==> config.mk <==
export PLATFORM = sky130hd
export DESIGN_NAME = supply_switch_clock_config
export DESIGN_NICKNAME = d
export VERILOG_FILES = /design/src/inc/supply_switch_pkg.sv /design/src/rtl/supply_switch_clock_config.sv
export SDC_FILE = /design/constraint.sdc
export NUM_CORES = 1
export LEC_CHECK = 0
export ABC_AREA = 1
export ABC_CLOCK_PERIOD_IN_PS = 2000
export BUFFER_PORTS_ARGS = -buffer_cell sky130_fd_sc_hd__buf_2
export CAP_MARGIN = 5
export CORE_MARGIN = 2
export CORE_UTILIZATION = 35
export CTS_BUF_LIST = sky130_fd_sc_hd__clkbuf_8
export CTS_CLUSTER_DIAMETER = 60
export DETAILED_ROUTE_END_ITERATION = 8
export GPL_TIMING_DRIVEN = 0
export SYNTH_ARGS = -nofsm -noshare
export SYNTH_HDL_FRONTEND = slang
export SYNTH_SLANG_ARGS = --single-unit
==> constraint.sdc <==
create_clock -name sys_clk -period 2 [get_ports sys_clk]
set_input_delay 0.4 -clock sys_clk [delete_from_list [all_inputs] [get_ports sys_clk]]
set_output_delay 0.4 -clock sys_clk [all_outputs]
set_load 0.01 [all_outputs]
==> src/inc/supply_switch_pkg.sv <==
// Register map, field layout, reset values and decode codes of the supply/switch/clock block
package supply_switch_pkg;
  localparam int ADDR_W = 4;
  localparam int DATA_W = 8;
  localparam int PIN_N = 4;

  // Register word offsets
  localparam logic [3:0] CLOCK_SELECT_ADDR = 4'h0;
  localparam logic [3:0] SUPPLY_MONITOR_PUMP_CONTROL_ADDR = 4'h1;
  localparam logic [3:0] ANALOG_SWITCH_CONTROL_ADDR = 4'h2;
  localparam logic [3:0] EVENT_STATUS_ADDR = 4'h3;
  localparam logic [3:0] EVENT_ENABLE_ADDR = 4'h4;
  localparam logic [3:0] EVENT_CLEAR_ADDR = 4'h5;

  // Clock select register fields
  localparam int OSC_ENABLE_BIT = 6;
  localparam int EXT_CFG_LSB = 4;
  localparam int ADC_DIV_LSB = 2;
  localparam int ACQ_LEN_LSB = 0;
  localparam logic [7:0] CLOCK_SELECT_MASK = 8'h7F;
  localparam logic [7:0] CLOCK_SELECT_RESET = 8'h61;

  // Supply monitor / pump control fields
  localparam int IRQ_POLARITY_BIT = 7;
  localparam int DIG_MON_LSB = 5;
  localparam int PUMP_MON_LSB = 2;
  localparam int PUMP_DIV_LSB = 0;
  localparam logic [7:0] SUPPLY_CONTROL_RESET = 8'h00;

  // Switch control fields
  localparam int DAC_FIRST_BIT = 7;
  localparam int DAC_SECOND_BIT = 6;
  localparam int OPAMP_FIRST_BIT = 5;
  localparam int OPAMP_SECOND_BIT = 4;
  localparam int THROW_FIRST_LSB = 2;
  localparam int THROW_SECOND_LSB = 0;
  localparam logic [7:0] SWITCH_MASK_DUAL_DAC = 8'hEF;
  localparam logic [7:0] SWITCH_MASK_DUAL_OPAMP = 8'hBF;
  localparam logic [7:0] SWITCH_CONTROL_RESET = 8'h00;

  // Event status bits
  localparam int EVT_DIG_LOW_BIT = 0;
  localparam int EVT_DIG_HIGH_BIT = 1;
  localparam int EVT_ANA_BIT = 2;
  localparam int EVT_N = 3;
  localparam logic [EVT_N-1:0] EVENT_RESET = 3'h0;

  // Analog supply threshold codes on ana_thresh_sel
  localparam logic [1:0] ANA_THRESH_2V7 = 2'h0;
  localparam logic [1:0] ANA_THRESH_3V8 = 2'h1;
  localparam logic [1:0] ANA_THRESH_4V5 = 2'h2;
  localparam logic [1:0] ANA_THRESH_3V6 = 2'h3;

  // Pump output voltage codes on pump_voltage_sel
  localparam logic [1:0] PUMP_OFF = 2'h0;
  localparam logic [1:0] PUMP_3V = 2'h1;
  localparam logic [1:0] PUMP_4V = 2'h2;
  localparam logic [1:0] PUMP_5V = 2'h3;

  // Pump / analog monitor field codes
  localparam logic [2:0] PM_ALL_OFF = 3'h0;
  localparam logic [2:0] PM_BYPASS = 3'h4;
endpackage : supply_switch_pkg

==> src/rtl/supply_switch_clock_config.sv <==
// Supply monitor, charge-pump, clock divider and analog switch configuration block
//
// The placing of the registers and the address-and-strobe port were chosen for this implementation.
`timescale 1ns/10ps
module supply_switch_clock_config
  import supply_switch_pkg::*;
#(
  parameter bit DUAL_DAC = 1'b1
) (
  input wire logic sys_clk,
  input wire logic rst,
  input wire logic [ADDR_W-1:0] reg_addr,
  input wire logic [DATA_W-1:0] reg_wdata,
  input wire logic reg_wr,
  input wire logic reg_rd,
  output logic [DATA_W-1:0] reg_rdata,
  input wire logic osc_clk_in,
  input wire logic ext_div_clk_in,
  input wire logic gain_high,
  input wire logic dig_below_low_in,
  input wire logic dig_below_high_in,
  input wire logic ana_below_in,
  input wire logic [PIN_N-1:0] prog_digital_pin,
  input wire logic [PIN_N-1:0] dac_first_pin_mask,
  input wire logic [PIN_N-1:0] dac_second_pin_mask,
  input wire logic [PIN_N-1:0] opamp_first_pin_mask,
  input wire logic [PIN_N-1:0] opamp_second_pin_mask,
  input wire logic [PIN_N-1:0] throw_first_pin_mask,
  input wire logic [PIN_N-1:0] throw_second_pin_mask,
  output logic adc_master_tick,
  output logic pump_clk_tick,
  output logic [5:0] acq_len_clocks,
  output logic supervisor_pin_a_out,
  output logic supervisor_pin_a_oe,
  output logic supervisor_pin_b_out,
  output logic supervisor_pin_b_oe,
  output logic dig_low_mon_en,
  output logic dig_high_mon_en,
  output logic pump_enable,
  output logic [1:0] pump_voltage_sel,
  output logic bypass_closed,
  output logic ana_supply_monitor,
  output logic [1:0] ana_thresh_sel,
  output logic dac_first_switch,
  output logic dac_second_switch,
  output logic opamp_first_switch,
  output logic opamp_second_switch,
  output logic double_throw_first_no,
  output logic double_throw_first_nc,
  output logic double_throw_second_no,
  output logic double_throw_second_nc,
  output logic irq
);

  localparam int SYNC_N = 9;
  localparam logic [DATA_W-1:0] SWITCH_MASK =
    DUAL_DAC ? SWITCH_MASK_DUAL_DAC : SWITCH_MASK_DUAL_OPAMP;

  function automatic logic any_assigned(input logic [PIN_N-1:0] mask,
                                        input logic [PIN_N-1:0] pins);
    any_assigned = |(mask & pins);
  endfunction : any_assigned

  // Returns {normally-open closed, normally-closed closed}
  function automatic logic [1:0] throw_state(input logic [1:0] field,
                                             input logic pin_or);
    logic drive;
    drive = field[0] | pin_or;
    if (field[1]) begin
      throw_state = {drive, ~drive};
    end else begin
      throw_state = {drive, drive};
    end
  endfunction : throw_state

  // Control registers
  logic [DATA_W-1:0] clock_select;
  logic [DATA_W-1:0] supply_monitor_pump_control;
  logic [DATA_W-1:0] analog_switch_control;
  logic [EVT_N-1:0] event_status;
  logic [EVT_N-1:0] event_enable;

  // Pin and clock synchronisers; stage one feeds stage two only
  logic [SYNC_N-1:0] sync_meta;
  logic [SYNC_N-1:0] sync_q;
  // Edge detectors reset to the idle low level, so no false tick follows reset
  logic [1:0] clk_prev;

  logic [2:0] adc_cnt;
  logic [7:0] pump_cnt;

  // Field views
  wire logic osc_enable = clock_select[OSC_ENABLE_BIT];
  wire logic [1:0] ext_clock_pin_cfg = clock_select[EXT_CFG_LSB +: 2];
  wire logic [1:0] adc_clk_div_sel = clock_select[ADC_DIV_LSB +: 2];
  wire logic [1:0] acq_len_sel = clock_select[ACQ_LEN_LSB +: 2];
  wire logic irq_polarity = supply_monitor_pump_control[IRQ_POLARITY_BIT];
  wire logic [1:0] dig_supply_monitor = supply_monitor_pump_control[DIG_MON_LSB +: 2];
  wire logic [2:0] pump_monitor_sel = supply_monitor_pump_control[PUMP_MON_LSB +: 3];
  wire logic [1:0] pump_clk_div_sel = supply_monitor_pump_control[PUMP_DIV_LSB +: 2];

  // Synchronised inputs
  wire logic [PIN_N-1:0] pins_s = sync_q[3:0];
  wire logic dig_low_below_s = sync_q[4];
  wire logic dig_high_below_s = sync_q[5];
  wire logic ana_below_s = sync_q[6];
  wire logic osc_s = sync_q[7];
  wire logic ext_s = sync_q[8];

  // Divider source selection
  wire logic osc_rise = osc_s & ~clk_prev[0];
  wire logic ext_rise = ext_s & ~clk_prev[1];
  // With the oscillator off and the pin as plain input there is no source at all
  wire logic src_tick = osc_enable ? osc_rise : ((ext_clock_pin_cfg != 2'h0) & ext_rise);

  wire logic [2:0] adc_limit = 3'(({3'h0, 1'b1} << adc_clk_div_sel) - 4'h1);
  wire logic [7:0] pump_limit = 8'((9'h020 << pump_clk_div_sel) - 9'h001);
  // Compare with >= so a divider shortened mid-count wraps at the next source edge
  wire logic adc_wrap = src_tick & (adc_cnt >= adc_limit);
  wire logic pump_wrap = src_tick & (pump_cnt >= pump_limit);
  wire logic [2:0] next_adc_cnt = adc_wrap ? 3'h0 : (src_tick ? adc_cnt + 3'h1 : adc_cnt);
  wire logic [7:0] next_pump_cnt = pump_wrap ? 8'h00 : (src_tick ? pump_cnt + 8'h01 : pump_cnt);

  // Acquisition length: base 2,4,8,16, doubled for gains 4 and 8
  // Shift amount is widened so code 3 at high gain reaches 32 instead of wrapping
  wire logic [5:0] next_acq_len = 6'(6'h02 << ({1'b0, acq_len_sel} + {2'h0, gain_high}));

  // Digital supply monitor roles
  wire logic pin_a_is_irq = dig_supply_monitor[1];
  wire logic pin_b_is_irq = dig_supply_monitor[0];
  wire logic next_low_mon_en = ~dig_supply_monitor[1];
  wire logic next_high_mon_en = ~dig_supply_monitor[0];

  // Pump / analog monitor decode
  logic next_pump_enable;
  logic [1:0] next_pump_voltage;
  logic next_bypass;
  logic next_ana_mon;
  logic [1:0] next_ana_thresh;

  always_comb begin
    next_pump_enable = 1'b0;
    next_pump_voltage = PUMP_OFF;
    next_bypass = 1'b0;
    next_ana_mon = 1'b0;
    next_ana_thresh = ANA_THRESH_2V7;
    unique case (pump_monitor_sel)
      PM_ALL_OFF: begin
      end
      3'h1: begin
        next_pump_enable = 1'b1;
        next_pump_voltage = PUMP_3V;
        next_ana_mon = 1'b1;
        next_ana_thresh = ANA_THRESH_2V7;
      end
      3'h2: begin
        next_pump_enable = 1'b1;
        next_pump_voltage = PUMP_4V;
        next_ana_mon = 1'b1;
        next_ana_thresh = ANA_THRESH_3V8;
      end
      3'h3: begin
        next_pump_enable = 1'b1;
        next_pump_voltage = PUMP_5V;
        next_ana_mon = 1'b1;
        next_ana_thresh = ANA_THRESH_4V5;
      end
      PM_BYPASS: begin
        next_bypass = 1'b1;
      end
      3'h5: begin
        next_ana_mon = 1'b1;
        next_ana_thresh = ANA_THRESH_2V7;
      end
      3'h6: begin
        next_ana_mon = 1'b1;
        next_ana_thresh = ANA_THRESH_3V6;
      end
      3'h7: begin
        next_ana_mon = 1'b1;
        next_ana_thresh = ANA_THRESH_4V5;
      end
    endcase
  end

  // Event flags: a set in the cycle of a clear still lands
  wire logic [EVT_N-1:0] event_set = {
    next_ana_mon & ana_below_s,
    next_high_mon_en & dig_high_below_s,
    next_low_mon_en & dig_low_below_s
  };
  wire logic clear_hit = reg_wr & (reg_addr == EVENT_CLEAR_ADDR);
  wire logic [EVT_N-1:0] event_clear = clear_hit ? reg_wdata[EVT_N-1:0] : EVENT_RESET;
  wire logic [EVT_N-1:0] next_event_status = event_set | (event_status & ~event_clear);
  // Built from the next status so irq rises on the same edge as the flag
  wire logic next_irq = |(next_event_status & event_enable);

  // Supervisor pins: monitor role pulls low while its supply is under threshold
  wire logic irq_pin_level = irq_polarity ? next_irq : ~next_irq;
  wire logic next_pin_a_out = pin_a_is_irq ? irq_pin_level : 1'b0;
  wire logic next_pin_a_oe = pin_a_is_irq | dig_low_below_s;
  wire logic next_pin_b_out = pin_b_is_irq ? irq_pin_level : 1'b0;
  wire logic next_pin_b_oe = pin_b_is_irq | dig_high_below_s;

  // Analog switches
  wire logic next_dac_first = analog_switch_control[DAC_FIRST_BIT]
    | any_assigned(dac_first_pin_mask, pins_s);
  wire logic next_dac_second = DUAL_DAC & (analog_switch_control[DAC_SECOND_BIT]
    | any_assigned(dac_second_pin_mask, pins_s));
  wire logic next_opamp_first = analog_switch_control[OPAMP_FIRST_BIT]
    | any_assigned(opamp_first_pin_mask, pins_s);
  wire logic next_opamp_second = ~DUAL_DAC & (analog_switch_control[OPAMP_SECOND_BIT]
    | any_assigned(opamp_second_pin_mask, pins_s));
  wire logic [1:0] next_throw_first = throw_state(
    analog_switch_control[THROW_FIRST_LSB +: 2],
    any_assigned(throw_first_pin_mask, pins_s));
  wire logic [1:0] next_throw_second = throw_state(
    analog_switch_control[THROW_SECOND_LSB +: 2],
    any_assigned(throw_second_pin_mask, pins_s));

  // Writes land at the strobe edge; derived outputs follow one edge later
  // Register bus decode
  wire logic wr_clock = reg_wr & (reg_addr == CLOCK_SELECT_ADDR);
  wire logic wr_supply = reg_wr & (reg_addr == SUPPLY_MONITOR_PUMP_CONTROL_ADDR);
  wire logic wr_switch = reg_wr & (reg_addr == ANALOG_SWITCH_CONTROL_ADDR);
  wire logic wr_enable = reg_wr & (reg_addr == EVENT_ENABLE_ADDR);
  logic [DATA_W-1:0] read_mux;

  // The clear register is write-only and reads as zero like unmapped words
  always_comb begin
    read_mux = 8'h00;
    unique case (reg_addr)
      CLOCK_SELECT_ADDR: read_mux = clock_select;
      SUPPLY_MONITOR_PUMP_CONTROL_ADDR: read_mux = supply_monitor_pump_control;
      ANALOG_SWITCH_CONTROL_ADDR: read_mux = analog_switch_control;
      EVENT_STATUS_ADDR: read_mux = {5'h00, event_status};
      EVENT_ENABLE_ADDR: read_mux = {5'h00, event_enable};
      default: read_mux = 8'h00;
    endcase
  end

  always_ff @(posedge sys_clk) begin
    if (rst) begin
      sync_meta <= '0;
      sync_q <= '0;
      clk_prev <= 2'h0;
    end else begin
      sync_meta <= {ext_div_clk_in, osc_clk_in, ana_below_in, dig_below_high_in,
                    dig_below_low_in, prog_digital_pin};
      sync_q <= sync_meta;
      clk_prev <= {ext_s, osc_s};
    end
  end

  always_ff @(posedge sys_clk) begin
    if (rst) begin
      clock_select <= CLOCK_SELECT_RESET;
      supply_monitor_pump_control <= SUPPLY_CONTROL_RESET;
      analog_switch_control <= SWITCH_CONTROL_RESET;
      event_enable <= EVENT_RESET;
    end else begin
      if (wr_clock) begin
        clock_select <= reg_wdata & CLOCK_SELECT_MASK;
      end
      if (wr_supply) begin
        supply_monitor_pump_control <= reg_wdata;
      end
      if (wr_switch) begin
        analog_switch_control <= reg_wdata & SWITCH_MASK;
      end
      if (wr_enable) begin
        event_enable <= reg_wdata[EVT_N-1:0];
      end
    end
  end

  always_ff @(posedge sys_clk) begin
    if (rst) begin
      reg_rdata <= 8'h00;
      event_status <= EVENT_RESET;
      irq <= 1'b0;
    end else begin
      // Zero outside the answer cycle, so a stray sample of an idle bus reads clean
      reg_rdata <= reg_rd ? read_mux : 8'h00;
      event_status <= next_event_status;
      irq <= next_irq;
    end
  end

  always_ff @(posedge sys_clk) begin
    if (rst) begin
      adc_cnt <= 3'h0;
      pump_cnt <= 8'h00;
      adc_master_tick <= 1'b0;
      pump_clk_tick <= 1'b0;
      acq_len_clocks <= 6'h02;
    end else begin
      adc_cnt <= next_adc_cnt;
      pump_cnt <= next_pump_cnt;
      adc_master_tick <= adc_wrap;
      pump_clk_tick <= pump_wrap;
      acq_len_clocks <= next_acq_len;
    end
  end

  always_ff @(posedge sys_clk) begin
    if (rst) begin
      supervisor_pin_a_out <= 1'b0;
      supervisor_pin_a_oe <= 1'b0;
      supervisor_pin_b_out <= 1'b0;
      supervisor_pin_b_oe <= 1'b0;
      dig_low_mon_en <= 1'b0;
      dig_high_mon_en <= 1'b0;
      pump_enable <= 1'b0;
      pump_voltage_sel <= PUMP_OFF;
      bypass_closed <= 1'b0;
      ana_supply_monitor <= 1'b0;
      ana_thresh_sel <= ANA_THRESH_2V7;
    end else begin
      supervisor_pin_a_out <= next_pin_a_out;
      supervisor_pin_a_oe <= next_pin_a_oe;
      supervisor_pin_b_out <= next_pin_b_out;
      supervisor_pin_b_oe <= next_pin_b_oe;
      dig_low_mon_en <= next_low_mon_en;
      dig_high_mon_en <= next_high_mon_en;
      pump_enable <= next_pump_enable;
      pump_voltage_sel <= next_pump_voltage;
      bypass_closed <= next_bypass;
      ana_supply_monitor <= next_ana_mon;
      ana_thresh_sel <= next_ana_thresh;
    end
  end

  always_ff @(posedge sys_clk) begin
    if (rst) begin
      dac_first_switch <= 1'b0;
      dac_second_switch <= 1'b0;
      opamp_first_switch <= 1'b0;
      opamp_second_switch <= 1'b0;
      double_throw_first_no <= 1'b0;
      double_throw_first_nc <= 1'b0;
      double_throw_second_no <= 1'b0;
      double_throw_second_nc <= 1'b0;
    end else begin
      dac_first_switch <= next_dac_first;
      dac_second_switch <= next_dac_second;
      opamp_first_switch <= next_opamp_first;
      opamp_second_switch <= next_opamp_second;
      double_throw_first_no <= next_throw_first[1];
      double_throw_first_nc <= next_throw_first[0];
      double_throw_second_no <= next_throw_second[1];
      double_throw_second_nc <= next_throw_second[0];
    end
  end

endmodule : supply_switch_clock_config

### After elaboration in Yosys (flattened, before gate mapping)

Index checks and enable logic that the tools add are counted.

| word-level totals | value |
|---|---|
| word-level logic and storage cells | 119 |
| input bits | 50 |
| register bits after elaboration | 96 |
| output and inout bits | 38 |

| cells by class | value |
|---|---|
| bitwise gates (word level) | 37 |
| reduce and logical (&&, ||, !) cells | 16 |
| magnitude comparators | 2 |
| $add $sub $neg | 5 |
| muxes and demuxes | 11 |
| shifts and indexed selects | 3 |
| equality and inequality tests | 12 |

Operators with widths:

| cell | count |
|---|---|
| one-hot mux 8 bit (5 select lines) | 1 |
| AND 4 bit | 5 |
| OR reduction 4 bit | 5 |
| AND 1 bit | 13 |
| equality test 3 bit (second input constant) | 4 |
| one-hot mux 2 bit (3 select lines) | 2 |
| OR reduction 2 bit | 6 |
| adder 8 x 1 -> 8 bit (second input constant) | 1 |
| equality test 4 x 2 -> 1 bit (second input constant) | 2 |
| equality test 4 x 3 -> 1 bit (second input constant) | 2 |
| greater-or-equal comparator 8 bit | 1 |
| NOT 1 bit | 8 |
| left shift 6 x 2 -> 8 bit (first input constant) | 1 |
| subtractor 8 x 1 -> 8 bit (second input constant) | 1 |
| 2-to-1 mux 1 bit | 7 |
| OR 1 bit | 7 |
| AND 3 bit | 2 |
| equality test 3 x 2 -> 1 bit (second input constant) | 2 |
| OR reduction 3 bit | 2 |
| OR reduction 6 bit | 1 |
| left shift 2 x 3 -> 6 bit (first input constant) | 1 |
| equality test 4 x 1 -> 1 bit (second input constant) | 1 |
| logical NOT 4 bit | 1 |
| adder 2 x 1 -> 3 bit | 1 |
| 9 further kinds | 9 |

### Depth between registers and ports, before layout

Gate-level depths: netlist of the first run.

| depth | value |
|---|---|
| depth in word-level cells | 10 |
| mapped depth | 11 |

### Least setup slack after synthesis of the first run

OpenSTA, ideal clock, no wires.

| path | value |
|---|---|
| path type | flip-flop to flip-flop |
| from | register supply_monitor_pump_control[0] |
| to | register pump_cnt[5] |
| data arrival time | 1277 ps |
| stages on the path, launching flop included | 10 |
| required time | 1879 ps |
| setup slack | 602 ps |
| cell sequence | dfxtp_1 nand2_1 ha_1 nand2_1 inv_1 nand3_1 o211ai_1 nand2_1 nand2_1 nor2_1 |

| between the ends | value |
|---|---|
| cells in the longest elaborated chain, start to end | 5 |

Ends and longest elaborated chain:

| what | line | text |
|---|---|---|
| start, declared | supply_switch_clock_config.sv:78 | `logic [DATA_W-1:0] supply_monitor_pump_control;` |
| start signal, assigned | supply_switch_clock_config.sv:266 | `supply_monitor_pump_control <= reg_wdata;` |
| left shift 6 x 2 -> 8 bit | supply_switch_clock_config.sv:117 | `wire logic [7:0] pump_limit = 8'((9'h020 << pump_clk_div_sel) - 9'h001);` |
| subtractor 8 x 1 -> 8 bit | supply_switch_clock_config.sv:117 |  |
| greater-or-equal comparator 8 bit | supply_switch_clock_config.sv:120 | `wire logic pump_wrap = src_tick & (pump_cnt >= pump_limit);` |
| AND 1 bit | supply_switch_clock_config.sv:120 |  |
| OR reduction 2 bit (no source line) | - |  |
| end signal, assigned | supply_switch_clock_config.sv:299 | `pump_cnt <= next_pump_cnt;` |
| end, declared | supply_switch_clock_config.sv:90 | `logic [7:0] pump_cnt;` |

No other way between the ends.
A chain may end at the register's enable or synchronous reset.

### Final worst setup path of the first run

| path | value |
|---|---|
| from | register clock_select[3] |
| to | register adc_cnt[2] |

| between the ends | value |
|---|---|
| cells in the longest elaborated chain, start to end | 5 |

Ends and longest elaborated chain:

| what | line | text |
|---|---|---|
| start, declared | supply_switch_clock_config.sv:77 | `logic [DATA_W-1:0] clock_select;` |
| start signal, assigned | supply_switch_clock_config.sv:263 | `clock_select <= reg_wdata & CLOCK_SELECT_MASK;` |
| left shift 1 x 2 -> 3 bit | supply_switch_clock_config.sv:116 | `wire logic [2:0] adc_limit = 3'(({3'h0, 1'b1} << adc_clk_div_sel) - 4'h1);` |
| subtractor 3 x 1 -> 3 bit | supply_switch_clock_config.sv:116 |  |
| greater-or-equal comparator 3 bit | supply_switch_clock_config.sv:119 | `wire logic adc_wrap = src_tick & (adc_cnt >= adc_limit);` |
| AND 1 bit | supply_switch_clock_config.sv:119 |  |
| OR reduction 2 bit (no source line) | - |  |
| end signal, assigned | supply_switch_clock_config.sv:298 | `adc_cnt <= next_adc_cnt;` |
| end, declared | supply_switch_clock_config.sv:89 | `logic [2:0] adc_cnt;` |

No other way between the ends.

==> flow_metrics.py, run 1 <==
metrics = {
    "run_status": {
        "run_status": "finished, final reports clean",
    },
    "timing": {
        "max_clock_freq_ghz": 0.6298,
        "setup_ws_ns": 0.4122,
        "fin_tns_setup_ns": 0,
        "grt_setup_unrepaired": "no",
        "report.final.setup_viol": 0,
        "slew-limit-headroom_pct": 63.01,
        "hold_viol": 0,
        "fin_skew_ns": 0.005012,
        "max_slew.worst_pin.slew_ns": 0.5549,
        "maxSlewViolCount": 0,
        "portion_of_the_clock_cycle_consumed_by_the_worst_path_in_the_final_layout_pct": 79.39,
        "final_period_minus_worst_setup_slack_ns": 1.588,
    },
    "pwr": {
        "clockPowerShare_pct": 36.8,
        "seq_power_share_pct": 55.9,
        "power.net_switching_mw": 0.8340,
        "power_leakage_nw": 2.034,
        "p_int_mw": 2.688,
        "ir_worst_vdd_uv": 329.0,
        "comb_power_share_pct": 7.2,
        "share_of_total_power_consumed_by_net_switching_pct": 23.68,
        "power.density_cell_area_mw_per_mm2": 807.4,
    },
    "synthesis": {
        "top_count_cell_post_synth": "sky130_fd_sc_hd__dfxtp_1",
        "synth_edf_count": 0,
        "synth-seq-area-share_pct": 53.07,
        "synth_top_flop_cell": "sky130_fd_sc_hd__dfxtp_1",
        "synth.top_cells.by_area": "sky130_fd_sc_hd__dfxtp_1 53%, sky130_fd_sc_hd__nand2_1 8.6%, sky130_fd_sc_hd__inv_1 6.6%",
        "yosys.cell_types.count": 31,
        "synth_top_area_share_pct": 53.07,
        "synthTopCellsByCount": "95 x sky130_fd_sc_hd__dfxtp_1, 82 x sky130_fd_sc_hd__nand2_1, 63 x sky130_fd_sc_hd__inv_1",
        "synth_area_mm2": 0.003583,
        "postSynthRegisterBits": 95,
        "syn_inst": 451,
        "post-synth-top-area-cell": "sky130_fd_sc_hd__dfxtp_1",
        "syn_area_per_cell_um2": 7.946,
        "synthArstFlopShare_pct": 0,
        "yosysWarningCount": 0,
    },
    "die": {
        "io-pin-count": 88,
        "start_util_pct": 36.33,
        "die_area_mm2": 0.01106,
        "floorplan.die.height_um": 105.2,
        "die_width_um": 105.2,
        "placementRows": 36,
        "coreArea_mm2": 0.009864,
    },
    "critical_path": {
        "critical-path-max-stage-delay_ns": 0.32,
        "timing.critical_path.cells": "inv_1 -> nand2_1 -> ha_1 -> inv_1 -> nand2_1 -> a21oi_1 -> nor2_1 -> o21ai_0 -> nand2_1 -> nor3_1",
        "crit_path_top_delay_cell": "sky130_fd_sc_hd__dfxtp_1",
        "crit-reg2reg-capture": "adc_cnt[2]$_SDFFE_PP0P_",
        "r2r_cell_count": 10,
        "path_common_cell": "sky130_fd_sc_hd__nand2_1",
        "critPathTopFamily": "simple AND/OR/NAND/NOR gates",
        "timing.critical_path.to_type": "register",
        "critical_path_buf_inv_count": 2,
        "worst-path-max-fanout": 4,
        "worst_ep_required_time_ns": 2.29,
        "reg2reg_from": "clock_select[3]$_SDFFE_PP0P_",
        "timing.setup.critical_path_class": "register to register",
        "crit_path_start_kind": "register",
        "critPathArrivalTime_ns": 1.88,
        "r2r_slack_ns": 0.41,
    },
    "detailed_routing": {
        "via_count": 3073,
        "initialDrtViolationCount": 202,
        "dr.pass1.iters": 5,
        "final_antenna_net_count": 0,
        "routed_via_density": 4.512,
        "route.final.wire_length_mm": 8.509,
        "detail_route.drc_violations": 0,
        "routed_wire_length_per_instance_um": 12.49,
    },
    "cts": {
        "cts.sinks": 95,
        "clockRootBuffer": "sky130_fd_sc_hd__clkbuf_8",
        "cts_max_level": 3,
        "cts.reportedPaths.clkPinSlew_ns": 0.09,
        "tritoncts": "done",
        "cts_setup_buffers": 0,
        "hold_buffers": 0,
        "cts_repair_resize_count": 0,
        "cts_buffers": 9,
        "worstSkewPairLatency_ns": 0.36,
        "cts.path.max_buffers": 2,
    },
    "place": {
        "post-dp-hpwl_mm": 6.529,
        "worst_setup_slack_post_dpl_ns": 0.3149,
        "finalWeightedCongestion": 0.9283,
        "port_buffers": 80,
    },
    "layout": {
        "antenna_diode_instance_count": 0,
        "area.sequential_mm2": 0.001902,
        "multiInputGateArea_mm2": 0.001381,
        "layout-area-overhead-vs-synth_pct": 21.75,
        "final.fill_count": 992,
        "num-nets-final": 603,
        "drive_gt1_share_pct": 20.44,
    },
    "global_routing": {
        "first_global_vias": 2916,
        "gr-usage-all-layers_pct": 15.65,
        "grt_max_degree": 16,
        "overflow": 0,
        "antenna_found_initial": 0,
        "grt_first_pass_wirelength_mm": 13.68,
    },
    "min_path": {
        "hold_path_startpoint": "osc_clk_in",
        "hold-path-cell-count": 3,
        "hp-class": "input pin to register",
        "worstHoldEndpoint": "sync_meta[7]$_SDFF_PP0_",
    },
    "job": {
        "drv_cap": 0,
    },
}
[worst max-delay path by stage]
stage | end | cells after the start | slack (ns) | from
final | adc_cnt[2]$_SDFFE_PP0P_ | 10 | 0.41 | clock_select[3]$_SDFFE_PP0P_
after floorplan | pump_cnt[5]$_SDFFE_PP0P_ | 9 | 0.60 | supply_monitor_pump_control[0]$_SDFFE_PP0P_
after global placement | supply_monitor_pump_control[7]$_SDFFE_PP0P_ | 8 | 0.32 | reg_addr[1]
after CTS | adc_cnt[2]$_SDFFE_PP0P_ | 10 | 0.39 | clock_select[3]$_SDFFE_PP0P_
after global routing | adc_cnt[2]$_SDFFE_PP0P_ | 10 | 0.22 | clock_select[3]$_SDFFE_PP0P_
after detailed placement | supply_monitor_pump_control[7]$_SDFFE_PP0P_ | 8 | 0.31 | reg_addr[1]
[cells by family after synthesis]
kind of cell,synth area share (%)
and+or+nand+nor,20.46
DFF,53.07
AOI/OAI and AO/OA,13.65
buffers and inverters,8.485
adders and majority gates,3.492
xor gates and xnor gates,0.7334
other,0.1046
[registers in the layout (all words and copies together) (netlist names), 2 cells and up]
signal                       count
acq_len_clocks                   5
sync_meta                        9
analog_switch_control            7
ana_thresh_sel                   2
event_enable                     3
adc_cnt                          3
clk_prev                         2
supply_monitor_pump_control      8
pump_cnt                         8
sync_q                           9
pump_voltage_sel                 2
event_status                     3
clock_select                     7
reg_rdata                        8
[worst register-to-register path: cells and delay by family, from the launching register on]
kind                       cells  cell delay, ns
adders and majority gates      1            0.27
and+or+nand+nor                5            0.44
AOI/OAI and AO/OA              2            0.33
DFF                            1            0.32
buffers and inverters          2            0.17
[cell usage in the layout (no fill, tap or decap), types with 6 or more instances in the layout]
cell type	n
sky130_fd_sc_hd__nor2_1	57
sky130_fd_sc_hd__nand2_1	82
sky130_fd_sc_hd__clkbuf_8	11
sky130_fd_sc_hd__dfxtp_1	95
sky130_fd_sc_hd__nand3_1	11
sky130_fd_sc_hd__clkbuf_1	6
sky130_fd_sc_hd__ha_1	10
sky130_fd_sc_hd__a21oi_1	40
sky130_fd_sc_hd__o21ai_0	31
sky130_fd_sc_hd__buf_2	83
sky130_fd_sc_hd__inv_1	64
[through the flow]
stage | instances | cell area [um2] | total power [mW] | hold slack (ns) | utilization [%]
after floorplan | 452 | 3587 | 2.151 | 0.3883 | -
after global placement | 665 | 4154 | 2.266 | 0.3927 | 42.11
after detailed placement | 665 | 4154 | 2.271 | 0.3946 | 42.11
after CTS | 681 | 4363 | 3.564 | 0.2188 | 44.23
after global routing | 681 | 4363 | 3.693 | 0.2311 | 44.23
final | 681 | 4363 | 3.522 | 0.2308 | 44.23
[layer usage]
layer | GRT usage [%] | routed length, um | vias to the layer above | part of all wire [%]
met5 | 0 | 0 | - | 0
met4 | 6.000 | 68 | 0 | 0.80
met3 | 3.618 | 453 | 9 | 5.3
met2 | 23.96 | 3903 | 87 | 46
met1 | 21.30 | 4085 | 1352 | 48
li1 | - | - | 1625 | -
[power groups by stage]
stage / clock, mW / sequential, mW / combinational, mW
6_report: 1.30 / 1.97 / 0.255
5_1_grt: 1.43 / 1.98 / 0.287
4_1_cts: 1.34 / 1.97 / 0.258
3_5_place_dp: 0 / 2.01 / 0.256
3_3_place_gp: 0 / 2.01 / 0.253
2_1_floorplan: 0 / 2.02 / 0.130
[final cells by class]
class | instances | area share [%]
clock inverters | 5 | 1.319
inverters | 65 | 5.592
multi-input cells | 279 | 31.66
flip-flops and latches | 95 | 43.59
plain buffers | 13 | 1.377
repair buffers | 80 | 9.177
well taps | 133 | 3.814
clock buffers | 11 | 3.470
Note: power is estimated with default switching activity, not from simulation.
==> inputs of run 2 (changes only) <==
--- a/config.mk
+++ b/config.mk
@@ -6,7 +6,7 @@
 export NUM_CORES = 1
 export LEC_CHECK = 0
 export ABC_AREA = 1
-export ABC_CLOCK_PERIOD_IN_PS = 2000
+export ABC_CLOCK_PERIOD_IN_PS = 1300
 export BUFFER_PORTS_ARGS = -buffer_cell sky130_fd_sc_hd__buf_2
 export CAP_MARGIN = 5
 export CORE_MARGIN = 2
==> constraint.sdc (replaced) <==
create_clock -name sys_clk -period 1.3 [get_ports sys_clk]
set_input_delay 0.26 -clock sys_clk [delete_from_list [all_inputs] [get_ports sys_clk]]
set_output_delay 0.26 -clock sys_clk [all_outputs]
set_load 0.01 [all_outputs]
==> run 2 against run 1 <==
- the run now ends with negative setup slack left
- worst setup slack worse by 0.60 ns
- via count is 2.7% higher
- flip-flop and latch count stayed put
- register-to-register slack worse by 0.60 ns
- global-route usage is 0.13 points higher
- first-iteration DRC count is 20% lower
- clock skew is 0.011 ns higher
- largest power group unchanged
- clock-buffer cell count is 1 lower
- total power is 50% higher
- final area is 2.7% higher
==> flow_metrics.py, run 2 (synthesis results as in run 1) <==
metrics = {
    "run_status": {
        "run_status": "finished, violations left",
        "violations": "negative setup slack",
    },
    "cts": {
        "tritoncts": "done",
        "cts.path.max_buffers": 2,
        "worstSkewPairLatency_ns": 0.36,
        "cts_buffers": 9,
        "cts.reportedPaths.clkPinSlew_ns": 0.10,
        "clockRootBuffer": "sky130_fd_sc_hd__clkbuf_8",
        "cts.sinks": 95,
        "cts_max_level": 3,
    },
    "place": {
        "post-dp-hpwl_mm": 6.558,
        "numPlacedInstances": 665,
        "worst_setup_slack_post_dpl_ns": -0.2347,
        "postPlaceCellArea_mm2": 0.004159,
        "port_buffers": 80,
        "finalWeightedCongestion": 0.9081,
    },
    "pwr": {
        "power_leakage_nw": 2.048,
        "power.density_cell_area_mw_per_mm2": 1177,
        "p_int_mw": 3.930,
        "power.net_switching_mw": 1.343,
        "report.power.total_mw": 5.273,
        "clockPowerShare_pct": 34.7,
        "ir_worst_vdd_uv": 695.3,
        "comb_power_share_pct": 7.8,
        "seq_power_share_pct": 57.5,
        "share_of_total_power_consumed_by_net_switching_pct": 25.47,
    },
    "min_path": {
        "worstHoldEndpoint": "sync_meta[4]$_SDFF_PP0_",
        "hold-path-cell-count": 3,
        "hold_path_startpoint": "dig_below_low_in",
        "hp-class": "input pin to register",
    },
    "job": {
        "drv_cap": 0,
    },
    "detailed_routing": {
        "route.final.wire_length_mm": 8.656,
        "routed_wire_length_per_instance_um": 12.62,
        "dr.pass1.iters": 4,
        "detail_route.drc_violations": 0,
        "via_count": 3155,
        "routed_via_density": 4.599,
        "final_antenna_net_count": 0,
        "initialDrtViolationCount": 161,
    },
    "layout": {
        "layout-area-overhead-vs-synth_pct": 25.03,
        "largest_registers": "sync_meta x9, sync_q x9",
        "num-nets-final": 608,
        "drive_gt1_share_pct": 26.40,
        "multiInputGateArea_mm2": 0.001475,
        "finish.utilization_pct": 45.42,
        "post_layout_nonfiller_instances": 686,
        "design_area_mm2": 0.004481,
        "final.fill_count": 986,
        "mostFrequentLayoutCells": "90 x sky130_fd_sc_hd__dfxtp_1, 83 x sky130_fd_sc_hd__buf_2, 78 x sky130_fd_sc_hd__nand2_1",
        "area.sequential_mm2": 0.001908,
        "layout_commonest_cell": "sky130_fd_sc_hd__dfxtp_1",
        "antenna_diode_instance_count": 0,
    },
    "timing": {
        "final_period_minus_worst_setup_slack_ns": 1.492,
        "setup_ws_ns": -0.1922,
        "fin_worst_hold_slack_ns": 0.09541,
        "grt_setup_unrepaired": "yes",
        "slew-limit-headroom_pct": 61.00,
        "max_clock_freq_ghz": 0.6701,
        "portion_of_the_clock_cycle_consumed_by_the_worst_path_in_the_final_layout_pct": 114.8,
        "fin_skew_ns": 0.01611,
        "fin_tns_setup_ns": -1.920,
        "report.final.setup_viol": 13,
        "max_slew.worst_pin.slew_ns": 0.5849,
        "maxSlewViolCount": 0,
        "hold_viol": 0,
    },
    "die": {
        "die_area_mm2": 0.01106,
        "die_width_um": 105.2,
        "io-pin-count": 88,
        "floorplan.die.height_um": 105.2,
        "placementRows": 36,
        "start_util_pct": 36.33,
        "coreArea_mm2": 0.009864,
    },
    "global_routing": {
        "first_global_vias": 2932,
        "gr-usage-all-layers_pct": 15.77,
        "grt_first_pass_wirelength_mm": 13.88,
        "antenna_found_initial": 0,
        "overflow": 0,
        "grt_max_degree": 18,
    },
    "critical_path": {
        "critPathArrivalTime_ns": 1.74,
        "worst_ep_required_time_ns": 1.54,
        "crit-reg2reg-capture": "pump_cnt[7]$_SDFFE_PP0P_",
        "timing.critical_path.to_type": "register",
        "timing.setup.critical_path_class": "register to register",
        "r2r_slack_ns": -0.19,
        "crit_path_start_kind": "register",
        "reg2reg_from": "supply_monitor_pump_control[0]$_SDFFE_PP0P_",
        "worst-path-max-fanout": 8,
        "r2r_cell_count": 9,
    },
}
[run 2: metal layers]
layer  wire, um  track usage, %  vias to the layer above
met2       3871           24.10                       80
met4        161           5.619                        0
met3        514           3.868                       12
li1           -               -                     1638
met5          0               0                        -
met1       4109           21.55                     1425
[run 2: how the worst max path moves through the flow]
stage,start,to,slack (ns),depth (start not counted)
global route,supply_monitor_pump_control[0]$_SDFFE_PP0P_,pump_cnt[1]$_SDFFE_PP0P_,-0.31,9
finish,supply_monitor_pump_control[0]$_SDFFE_PP0P_,pump_cnt[7]$_SDFFE_PP0P_,-0.19,9
floorplan,supply_monitor_pump_control[0]$_SDFFE_PP0P_,pump_cnt[5]$_SDFFE_PP0P_,-0.02,9
detailed placement,reg_addr[1],supply_monitor_pump_control[7]$_SDFFE_PP0P_,-0.23,8
CTS,clock_select[3]$_SDFFE_PP0P_,adc_cnt[1]$_SDFFE_PP0P_,-0.17,10
global placement,reg_addr[1],supply_monitor_pump_control[7]$_SDFFE_PP0P_,-0.23,8
[run 2: power groups by stage]
stage / combinational, mW / sequential (mW) / clock [mW]
floorplan: 0.201 / 3.11 / 0
global placement: 0.392 / 3.10 / 0
detailed placement: 0.394 / 3.10 / 0
CTS: 0.401 / 3.03 / 1.90
global route: 0.464 / 3.04 / 2.03
finish: 0.410 / 3.03 / 1.83
[run 2: timing repair]
item	in CTS	in global routing
setup buffers	3	2
setup endpoints to repair	13	14
pin swaps	2	5
hold buffers	0	0
resized for setup	7	19
[run 2: area by class of cell]
type,count,area share [%]
clock inverters,6,1.145
plain buffers,13,1.340
well taps,133,3.714
clock buffers,10,3.072
multi-input cells,279,32.92
flip-flops and latches,95,42.59
repair buffers,85,9.774
inverters,65,5.445
[run 2: critical path, stage by stage (launching register included)]
cell and delay (ns):
sky130_fd_sc_hd__dfxtp_2 0.36, sky130_fd_sc_hd__nand2_2 0.07, sky130_fd_sc_hd__ha_4 0.27, sky130_fd_sc_hd__nand2_2 0.04
sky130_fd_sc_hd__inv_2 0.06, sky130_fd_sc_hd__nand3_2 0.05, sky130_fd_sc_hd__o211ai_1 0.19, sky130_fd_sc_hd__nand2_1 0.13
sky130_fd_sc_hd__nand2_4 0.15, sky130_fd_sc_hd__a21oi_1 0.06
==> inputs of run 3 (changes only) <==
--- a/config.mk
+++ b/config.mk
@@ -15,6 +15,8 @@
 export CTS_CLUSTER_DIAMETER = 60
 export DETAILED_ROUTE_END_ITERATION = 8
 export GPL_TIMING_DRIVEN = 0
+export SETUP_SLACK_MARGIN = 0.3
+export SLEW_MARGIN = 20
 export SYNTH_ARGS = -nofsm -noshare
 export SYNTH_HDL_FRONTEND = slang
 export SYNTH_SLANG_ARGS = --single-unit
==> constraint.sdc (replaced) <==
create_clock -name sys_clk -period 1.3 [get_ports sys_clk]
set_input_delay 0.065 -clock sys_clk [delete_from_list [all_inputs] [get_ports sys_clk]]
set_output_delay 0.065 -clock sys_clk [all_outputs]
set_load 0.01 [all_outputs]
==> run 3 against run 2 <==
- the flow finishes with violations (negative hold slack, negative setup slack)
- non-clock buffer count grew 29
- clock-buffer cell count unchanged
- first-iteration DRC count grew 65%
- worst setup slack worse by 0.0050 ns
- sequential power about the same
- worst hold slack lost 0.11 ns
- total power grew 5.3%
- critical endpoint is now pump_cnt[5]$_SDFFE_PP0P_
- largest cell class unchanged
- largest power group unchanged
==> flow_metrics.py, run 3 (synthesis results as in run 1) <==
metrics = {
    "layout": {
        "layout-area-overhead-vs-synth_pct": 39.77,
        "antenna_diode_instance_count": 0,
        "area.sequential_mm2": 0.001932,
        "num-nets-final": 637,
        "drive_gt1_share_pct": 34.02,
        "mostFrequentLayoutCells": "83 x sky130_fd_sc_hd__buf_2, 83 x sky130_fd_sc_hd__dfxtp_1, 68 x sky130_fd_sc_hd__nand2_1",
        "largest_registers": "sync_meta x9, sync_q x9",
        "multiInputGateArea_mm2": 0.001683,
        "final.fill_count": 907,
        "design_area_mm2": 0.005009,
        "finish.utilization_pct": 50.77,
    },
    "critical_path": {
        "crit_path_top_delay_cell": "sky130_fd_sc_hd__dfxtp_4",
        "timing.critical_path.cells": "nand2_4 -> ha_4 -> nand2_2 -> inv_2 -> nand3_2 -> o211ai_1 -> nand2_1 -> nand2_4 -> nor2_1",
        "timing.setup.critical_path_class": "register to register",
        "critical-path-max-stage-delay_ns": 0.39,
        "critPathArrivalTime_ns": 1.75,
        "worst_ep_required_time_ns": 1.55,
        "critPathTopFamily": "simple AND/OR/NAND/NOR gates",
        "crit_path_start_kind": "register",
        "critical_path_buf_inv_count": 1,
        "r2r_cell_count": 9,
        "crit-reg2reg-capture": "pump_cnt[5]$_SDFFE_PP0P_",
        "timing.critical_path.to_type": "register",
        "r2r_slack_ns": -0.20,
        "worst-path-max-fanout": 8,
        "reg2reg_from": "supply_monitor_pump_control[1]$_SDFFE_PP0P_",
        "path_common_cell": "sky130_fd_sc_hd__nand2_4",
    },
    "timing": {
        "setup_ws_ns": -0.1972,
        "report.final.setup_viol": 13,
        "max_slew.worst_pin.slew_ns": 0.7547,
        "final_period_minus_worst_setup_slack_ns": 1.497,
        "slew-limit-headroom_pct": 49.69,
        "maxSlewViolCount": 0,
        "fin_worst_hold_slack_ns": -0.01028,
        "hold_viol": 1,
        "portion_of_the_clock_cycle_consumed_by_the_worst_path_in_the_final_layout_pct": 115.2,
        "grt_setup_unrepaired": "yes",
        "fin_skew_ns": 0.009709,
        "max_clock_freq_ghz": 0.6679,
        "fin_tns_setup_ns": -2.113,
    },
    "detailed_routing": {
        "via_count": 3396,
        "routed_wire_length_per_instance_um": 13.18,
        "initialDrtViolationCount": 265,
        "final_antenna_net_count": 0,
        "routed_via_density": 4.750,
        "detail_route.drc_violations": 0,
        "route.final.wire_length_mm": 9.426,
        "dr.pass1.iters": 4,
    },
    "cts": {
        "cts.path.max_buffers": 2,
        "worstSkewPairLatency_ns": 0.36,
        "tritoncts": "done",
        "cts_buffers": 9,
        "cts.reportedPaths.clkPinSlew_ns": 0.10,
        "clockRootBuffer": "sky130_fd_sc_hd__clkbuf_8",
        "cts_max_level": 3,
        "cts.sinks": 95,
    },
    "global_routing": {
        "overflow": 0,
        "first_global_vias": 3139,
        "antenna_found_initial": 0,
        "grt_first_pass_wirelength_mm": 14.57,
        "gr-usage-all-layers_pct": 16.60,
        "grt_max_degree": 17,
    },
    "place": {
        "post-dp-hpwl_mm": 6.621,
        "postPlaceCellArea_mm2": 0.004174,
        "finalWeightedCongestion": 0.9103,
        "port_buffers": 80,
    },
    "pwr": {
        "power.density_cell_area_mw_per_mm2": 1108,
        "comb_power_share_pct": 9.6,
        "seq_power_share_pct": 54.6,
        "share_of_total_power_consumed_by_net_switching_pct": 24.74,
        "power.net_switching_mw": 1.374,
        "power_leakage_nw": 2.251,
        "ir_worst_vdd_uv": 556.4,
        "report.power.total_mw": 5.551,
        "p_int_mw": 4.178,
        "clockPowerShare_pct": 35.8,
    },
    "min_path": {
        "hold_path_startpoint": "dac_second_pin_mask[1]",
        "hold-path-cell-count": 3,
        "worstHoldEndpoint": "dac_second_switch$_SDFF_PP0_",
        "hp-class": "input pin to register",
    },
    "die": {
        "floorplan.die.height_um": 105.2,
        "die_area_mm2": 0.01106,
        "die_width_um": 105.2,
        "start_util_pct": 36.33,
        "io-pin-count": 88,
        "coreArea_mm2": 0.009864,
        "placementRows": 36,
    },
    "job": {
        "drv_cap": 0,
    },
    "run_status": {
        "run_status": "finished, violations left",
        "violations": "negative hold slack, negative setup slack",
    },
}
-- run 3: worst max-delay path by stage --
stage	slack, ns	cells past startpoint	start	end
after CTS	-0.20	9	supply_monitor_pump_control[1]$_SDFFE_PP0P_	pump_cnt[6]$_SDFFE_PP0P_
after detailed placement	-0.20	9	supply_monitor_pump_control[0]$_SDFFE_PP0P_	pump_cnt[5]$_SDFFE_PP0P_
after global placement	-0.16	10	clock_select[2]$_SDFFE_PP0P_	adc_cnt[2]$_SDFFE_PP0P_
after global routing	-0.28	9	supply_monitor_pump_control[0]$_SDFFE_PP0P_	pump_cnt[6]$_SDFFE_PP0P_
final	-0.20	9	supply_monitor_pump_control[1]$_SDFFE_PP0P_	pump_cnt[5]$_SDFFE_PP0P_
after floorplan	-0.02	9	supply_monitor_pump_control[0]$_SDFFE_PP0P_	pump_cnt[5]$_SDFFE_PP0P_
-- run 3: cell type report --
class	instances	area share [%]
Timing Repair Buffer	114	14.26
Clock inverter	6	1.374
Multi-Input combinational cell	279	33.60
Sequential cell	95	38.57
Tap cell	133	3.323
Inverter	65	4.921
Clock buffer	10	2.748
Buffer	13	1.199
-- run 3: per-stage QoR --
stage,setup WS (ns),std cells
after floorplan,-0.02285,452
after global routing,-0.2821,715
after global placement,-0.1563,665
final,-0.1972,715
after detailed placement,-0.2043,665
after CTS,-0.1952,708
-- run 3: power by group through the flow --
stage	clock, mW	sequential [mW]	combinational, mW
global route	2.16	3.04	0.591
finish	1.99	3.03	0.535
floorplan	0	3.11	0.204
CTS	2.02	3.03	0.468
detailed placement	0	3.10	0.399
global placement	0	3.10	0.393
-- run 3: routing by layer --
| metal | global-route usage [%] | up-vias | part of all wire [%] |
|---|---|---|---|
| met5 | 0 | - | 0 |
| met4 | 8.667 | 0 | 3.9 |
| met3 | 2.932 | 29 | 5.3 |
| met2 | 25.81 | 118 | 46 |
| met1 | 21.90 | 1545 | 45 |
| li1 | - | 1704 | - |
-- run 3: tightest hold or removal path, delay by kind of cell --
kind | cells | cell delay, ns
compound gates | 2 | 0.16
buf+inv | 1 | 0.09
-- run 3: what timing repair did --
| item | in CTS | in global routing |
|---|---|---|
| setup endpoints to repair | 23 | 36 |
| endpoints found under the hold margin | 15 | 1 |
| buffers inserted | 6 | 6 |
| hold buffers | 21 | 1 |
| gates resized for setup | 22 | 73 |
| pin swaps | 4 | 24 |
